<file path="src/logic/pab_params.svh">
`ifndef PAB_PARAMS_SVH
`define PAB_PARAMS_SVH
// stage counts and code widths
`define PAB_NSTAGES 8
`define PAB_CODE_W 2
`define PAB_DATA_W 10
// sum of overlapping stage codes before clamping
`define PAB_SUM_W 12
`define PAB_DATA_MAX 12'h3ff
// bit flipped by the two's complement format
`define PAB_MSB 9
// half-cycle after the sample in which the last stage code is valid
`define PAB_ALIGN_H 9
// sampling-clock cycles from sample to output word
`define PAB_LATENCY 7
// stage clock patterns: even stages on the first phase
`define PAB_STG_PH1 9'h155
`define PAB_STG_PH2 9'h0aa
`endif

</file>
<file path="src/logic/pab_pkg.sv">
package pab_pkg;
  typedef logic [1:0] pab_code_t;
  typedef logic [9:0] pab_word_t;
  // codes of the eight subconverters and the final flash stage
  typedef struct packed {
    pab_code_t [7:0] stage;
    pab_code_t flash;
  } pab_codes_t;
endpackage

</file>
<file path="src/logic/pab_backend.sv">
// Behaviour
// - two non-overlapping phases from master sampling clock
// - eight two-bit stages plus final two-bit flash
// - each stage clock inverted from previous stage
// - delay line aligns codes into eighteen-bit word
// - correction merges aligned word into ten bits
// - word appears seventh sampling cycle after sample
// - one new word every sampling cycle thereafter
// - two output register stages on sampling clock
// - format select chooses encoding; held static outside
// - high select inverts msb for two's complement
// - high output enable floats data; low drives
`timescale 1ns/1ps
`include "pab_params.svh"
module pab_backend (
  input wire logic SYS_CLK,
  input wire logic RESET,
  input wire logic SMP_CLK,
  input wire pab_pkg::pab_codes_t CODES,
  input wire logic OUTPUT_FORMAT_SELECT,
  input wire logic OUT_EN_N,
  output logic PHI1,
  output logic PHI2,
  output logic [8:0] STAGE_CLK,
  output pab_pkg::pab_word_t DATA_OUT,
  output logic [9:0] DATA_OE
);
  typedef struct packed {
    logic smp_prev;
    logic phi1;
    logic phi2;
    logic [8:0] stage_clk;
    pab_pkg::pab_codes_t align;
    pab_pkg::pab_word_t buf_a;
    pab_pkg::pab_word_t buf_b;
    logic oe;
  } pab_state_t;

  pab_state_t s_r;
  pab_state_t s_nxt;
  logic rise;
  logic fall;
  pab_pkg::pab_codes_t delayed;
  pab_pkg::pab_word_t corrected;

  // edges of the master sampling clock; the sample is taken on the rise
  assign rise = SMP_CLK & ~s_r.smp_prev;
  assign fall = ~SMP_CLK & s_r.smp_prev;

  // stage m is valid m+1 half-cycles after the sample; odd half-cycles
  // end on a fall, even ones on a rise, and the tap count lines every
  // code up with the flash code at the rise after it
  genvar m;
  generate
    for (m = 0; m < `PAB_NSTAGES; m++) begin : g_stage
      pab_delay #(
        .DEPTH((`PAB_ALIGN_H - (m + 1)) / 2)
      ) u_dl (
        .clk(SYS_CLK),
        .reset(RESET),
        .cap((m % 2 == 0) ? fall : rise),
        .shift(rise),
        .din(CODES.stage[m]),
        .dout(delayed.stage[m])
      );
    end
  endgenerate

  // the flash stage is last in line and needs no extra taps
  pab_delay #(
    .DEPTH(0)
  ) u_flash (
    .clk(SYS_CLK),
    .reset(RESET),
    .cap(fall),
    .shift(rise),
    .din(CODES.flash),
    .dout(delayed.flash)
  );

  // overlapping two-bit codes: each stage weighs twice the next,
  // the redundant bit absorbs comparator error; clamp at full scale
  always_comb begin
    logic [`PAB_SUM_W-1:0] sum;
    sum = {10'h000, s_r.align.flash};
    for (int k = 0; k < `PAB_NSTAGES; k++) begin
      sum = sum + (`PAB_SUM_W'(s_r.align.stage[k]) << (8 - k));
    end
    if (sum > `PAB_DATA_MAX) begin
      corrected = 10'h3ff;
    end else begin
      corrected = sum[`PAB_DATA_W-1:0];
    end
  end

  always_comb begin
    s_nxt = s_r;
    s_nxt.smp_prev = SMP_CLK;
    // both phases low for one cycle around each edge
    s_nxt.phi1 = ~SMP_CLK & ~s_r.smp_prev;
    s_nxt.phi2 = SMP_CLK & s_r.smp_prev;
    case ({s_nxt.phi1, s_nxt.phi2})
      2'b10: s_nxt.stage_clk = `PAB_STG_PH1;
      2'b01: s_nxt.stage_clk = `PAB_STG_PH2;
      default: s_nxt.stage_clk = 9'h000;
    endcase
    if (rise) begin
      s_nxt.align = delayed;
      s_nxt.buf_a = corrected;
      s_nxt.buf_a[`PAB_MSB] = corrected[`PAB_MSB]
        ^ OUTPUT_FORMAT_SELECT;
      s_nxt.buf_b = s_r.buf_a;
    end
    s_nxt.oe = ~OUT_EN_N;
  end

  always_ff @(posedge SYS_CLK or posedge RESET) begin
    if (RESET) begin
      s_r <= '0;
    end else begin
      s_r <= s_nxt;
    end
  end

  assign PHI1 = s_r.phi1;
  assign PHI2 = s_r.phi2;
  assign STAGE_CLK = s_r.stage_clk;
  assign DATA_OUT = s_r.buf_b;
  assign DATA_OE = {10{s_r.oe}};

  pab_pkg::pab_code_t fall_flash_r;
  pab_pkg::pab_word_t hist_r [0:1];
  pab_pkg::pab_code_t [4:0] f0_r;
  pab_pkg::pab_code_t r7_r;
  always_ff @(posedge SYS_CLK or posedge RESET) begin
    if (RESET) begin
      fall_flash_r <= 2'h0;
      hist_r[0] <= 10'h000;
      hist_r[1] <= 10'h000;
      f0_r <= '0;
      r7_r <= 2'h0;
    end else begin
      if (fall) begin
        fall_flash_r <= CODES.flash;
        f0_r <= {f0_r[3:0], CODES.stage[0]};
      end
      if (rise) begin
        r7_r <= CODES.stage[7];
        hist_r[0] <= corrected;
        hist_r[1] <= hist_r[0];
      end
    end
  end
endmodule

</file>
<file path="src/logic/pab_delay.sv">
`timescale 1ns/1ps
// one delay-line tap chain: catch the code on its own phase edge,
// then walk it along DEPTH further taps on each sampling clock rise
module pab_delay #(
  parameter int DEPTH = 0
) (
  input wire logic clk,
  input wire logic reset,
  input wire logic cap,
  input wire logic shift,
  input wire pab_pkg::pab_code_t din,
  output pab_pkg::pab_code_t dout
);
  typedef struct packed {
    pab_pkg::pab_code_t [DEPTH:0] tap;
  } pab_dl_t;

  pab_dl_t s_r;
  pab_dl_t s_nxt;

  always_comb begin
    s_nxt = s_r;
    if (cap) begin
      s_nxt.tap[0] = din;
    end
    if (shift) begin
      for (int k = 1; k <= DEPTH; k++) begin
        s_nxt.tap[k] = s_r.tap[k-1];
      end
    end
  end

  always_ff @(posedge clk or posedge reset) begin
    if (reset) begin
      s_r <= '0;
    end else begin
      s_r <= s_nxt;
    end
  end

  assign dout = s_r.tap[DEPTH];
endmodule

</file>
<file path="config.mk">
export PLATFORM = sky130hd
export DESIGN_NAME = pab_backend
export DESIGN_NICKNAME = d
export VERILOG_FILES = /design/src/logic/pab_pkg.sv /design/src/logic/pab_backend.sv /design/src/logic/pab_delay.sv
export VERILOG_INCLUDE_DIRS = /design/src /design/src/logic
export SDC_FILE = /design/constraint.sdc
export NUM_CORES = 1
export LEC_CHECK = 0
export ABC_AREA = 1
export BUFFER_PORTS_ARGS = -buffer_cell sky130_fd_sc_hd__buf_2
export CORE_ASPECT_RATIO = 1.5
export CORE_UTILIZATION = 57
export DETAILED_ROUTE_END_ITERATION = 6
export PLACE_DENSITY_LB_ADDON = 0.08
export SLEW_MARGIN = 20
export SYNTH_ARGS = -nofsm -noshare
export SYNTH_HDL_FRONTEND = slang
export SYNTH_SLANG_ARGS = --single-unit
</file>
<file path="constraint.sdc">
create_clock -name SYS_CLK -period 3.7 [get_ports SYS_CLK]
set_input_delay 0.74 -clock SYS_CLK [delete_from_list [all_inputs] [get_ports SYS_CLK]]
set_output_delay 0.74 -clock SYS_CLK [all_outputs]
set_load 0.02 [all_outputs]
</file>
==> results.json <==
{
  "status": "complete, but fails checks",
  "violations": "design-rule violations",
  "grt_overflow": 0,
  "multiInputGateArea_sq_mm": 0.00135,
  "grt_max_degree": 93,
  "cts_hold_buf": 0,
  "synth_top_family_by_area": "simple AND/OR/NAND/NOR gates",
  "drive_gt1_share_pct": 20.8,
  "r2r_start": "s_r[22]",
  "vias": 2696,
  "hold_path.class": "in2async",
  "ctsResizeCount": 0,
  "power.density_mw_per_mm2": 552,
  "rows": 37,
  "grt_pass1_vias": 2574,
  "drt_iter0_markers": 208,
  "place_congestion": 0.766,
  "crit_path_start_kind": "flop",
  "initial_core_util_pct": 59.3,
  "final_hold_viol_count": 0,
  "synth_top_area_cell": "dfrtp_1",
  "synth_nets": 481,
  "final_common_cell": "nand2_1",
  "ff2ff_setup_slack_ps": 1740,
  "dr_wl_met3_microns": 250,
  "clk_pin_slew_ps": 90,
  "fin_cells": 553,
  "cp_data_arrival_time_ps": 2210,
  "synth.area.mux_share_pct": 2.75,
  "ys_seq_area_share_pct": 56.3,
  "clock_latency_ps": 360,
  "design.core.area_sq_mm": 0.00690,
  "diodes": 0,
  "finalCritPeriodShare_pct": 53.0,
  "ys_types": 28,
  "finalSetupTns_ps": 0,
  "ant_nets": 0,
  "drc": 1,
  "r2r_end": "s_r[20]",
  "nets": 502,
  "tightest_slew_ps": 1040,
  "synthTopCellsByArea": "dfrtp_1 56%, nand2_1 16%, buf_4 5.7%, o21ai_0 3.8%, inv_1 3.0%",
  "avgSynthCellArea_sq_um": 9.11,
  "wirelength_met1_mm": 2.94,
  "syn2layout_area_growth_pct": 7.01,
  "report.final.setup_viol": 0,
  "cts_buffer_depth": 2,
  "netlist_instances": 449,
  "cp.required_ps": 3950,
  "setup_slack_ps": 1740,
  "pin_count": 54,
  "netlist_area_sq_mm": 0.00409,
  "root_buffer": "clkbuf_8",
  "firstDrtPassIters": 6,
  "die_width_microns": 71.2,
  "vias_per_cell": 4.88,
  "crit_type": "reg2reg",
  "cts_tree": "built",
  "die_h_microns": 106,
  "die_area_sq_mm": 0.00752,
  "wl_mm": 6.41,
  "synthAdderAreaFrac_pct": 2.94,
  "avgRoutedWirePerCell_microns": 11.6,
  "wl_met2_mm": 3.12,
  "yosys_warnings": 0,
  "relSlewSlack_pct": 30.5,
  "register_area_sq_mm": 0.00230,
  "htreeDepth": 3,
  "synth-seq-cells": 92,
  "synth-simple-area-share_pct": 20.5,
  "crit_slowest_cell": "fa_1",
  "drv_slew": 0,
  "end_kind": "flop",
  "cp_max_fo": 2,
  "n_fill_cell": 606,
  "synth-compound-area-share_pct": 5.66,
  "fmax_mhz": 510,
  "crit_path_max_incr_delay_ps": 410,
  "dpl_worst_slack_ps": 1590,
  "post-cts-setup-buffers": 0,
  "worst_hold_slack_ps": 464,
  "place.detailed.hpwl_mm": 4.17,
  "port_buffers": 53,
  "ir_drop_mv": 0.333,
  "synth-xor-area-share_pct": 1.07,
  "finalPower_uw": 2410,
  "highest_layer": "met4",
  "rr_worst_depth": 13,
  "synth_top_area_share_pct": 56.3,
  "dp_cells": 537,
  "fin_worst_skew_ps": 7.99,
  "grt.total_usage_pct": 19.4,
  "cts_buffers": 9,
  "p_leak_uw": 0.00236,
  "grt_pass1_wl_mm": 11.3,
  "rsz0062_at_grt": "false",
  "crit_top_cell": "nand2_1",
  "cts_sinks": 92,
  "period_minus_slack_ps": 1960,
  "cp_cell_sequence": "ha_1 -> inv_1 -> fa_1 -> inv_1 -> nand2_1 -> nand2_1 -> nand3_1 -> nand2_1 -> nand2_1 -> nand2_1 -> nand3_1 -> nand3_1 -> nand2_1",
  "antenna_found_initial": 0,
  "drv_cap": 0,
  "mostFrequentLayoutCells": "171 x nand2_1, 92 x dfrtp_1, 53 x buf_2"
}
[worst max path at each step]
| stage | cells after the start | end | slack [ps] | start |
|---|---|---|---|---|
| global route | 13 | s_r[20] | 1570 | s_r[22] |
| CTS | 13 | s_r[20] | 1740 | s_r[22] |
| detailed placement | 5 | DATA_OUT[4] | 1590 | SMP_CLK |
| finish | 13 | s_r[20] | 1740 | s_r[22] |
| global placement | 7 | s_r[15] | 1630 | SMP_CLK |
| floorplan | 1 | DATA_OE[0] | 570 | RESET |
[cell type report]
class,instances,area share [%]
multi-input cells,274,30.9
clock buffers,11,3.46
inverters,38,3.29
clock inverters,5,0.801
well taps,78,2.23
flip-flops and latches,92,52.6
repair buffers,55,6.69
[routing by layer]
| metal | global-route usage, % | vias up |
|---|---|---|
| met5 | 0 | - |
| met4 | 8.86 | 0 |
| met3 | 4.59 | 7 |
| met2 | 31.6 | 46 |
| met1 | 24.1 | 1246 |
| li1 | - | 1397 |
[flip-flops by register name, summed over array words and instances, names as in the netlist]
signal,flops
g_stage.u_dl.s_r,32
DATA_OUT,10
u_flash.dout,2
s_r,29
DATA_OE,1
STAGE_CLK,2
g_stage.u_dl.dout,16
[report_power, final]
part | switching (uW) | total (uW) | internal [uW]
Combinational | 307 | 501 | 194
Sequential | 99.3 | 1290 | 1200
Clock | 338 | 620 | 282
Total | 744 | 2410 | 1670
[cell usage after synthesis]
| master | instances |
|---|---|
| o22ai_1 | 2 |
| or2_1 | 1 |
| nand3_1 | 11 |
| clkbuf_1 | 4 |
| nand2_2 | 4 |
| inv_1 | 33 |
| nor3_4 | 1 |
| nor2_2 | 2 |
| mux2_2 | 10 |
| nand2_4 | 1 |
| buf_4 | 31 |
| buf_1 | 1 |
| dfrtp_1 | 92 |
| nor2_1 | 16 |
| buf_2 | 9 |
| a31oi_1 | 1 |
| a21boi_2 | 1 |
| a21oi_1 | 5 |
| nor2_4 | 1 |
| o21ai_0 | 31 |
| fa_1 | 1 |
| xnor2_1 | 3 |
| inv_2 | 5 |
| xor2_1 | 2 |
| o22ai_2 | 1 |
| nand2_1 | 171 |
| ha_1 | 8 |
| a21oi_2 | 1 |
[logic make-up after synthesis]
| family | count (synthesis) |
|---|---|
| flops | 92 |
| mux | 10 |
| buf+inv | 83 |
| simple gates | 208 |
| fa+ha+maj | 9 |
| xor+xnor | 5 |
| compound gates | 42 |
[critical path, delay by kind of cell, from the launching register on]
kind          cells  cell delay [ps]
fa+ha+maj         2              600
flops             1              380
simple gates      9              710
buf+inv           2              170
[stage by stage]
step,utilization [%],cell area (sq um)
after global placement,60.7,4190
after detailed placement,60.7,4190
after CTS,63.4,4380
after floorplan,-,4090
after global routing,63.4,4380
final,63.4,4380
(Power assumes the default switching activity.)
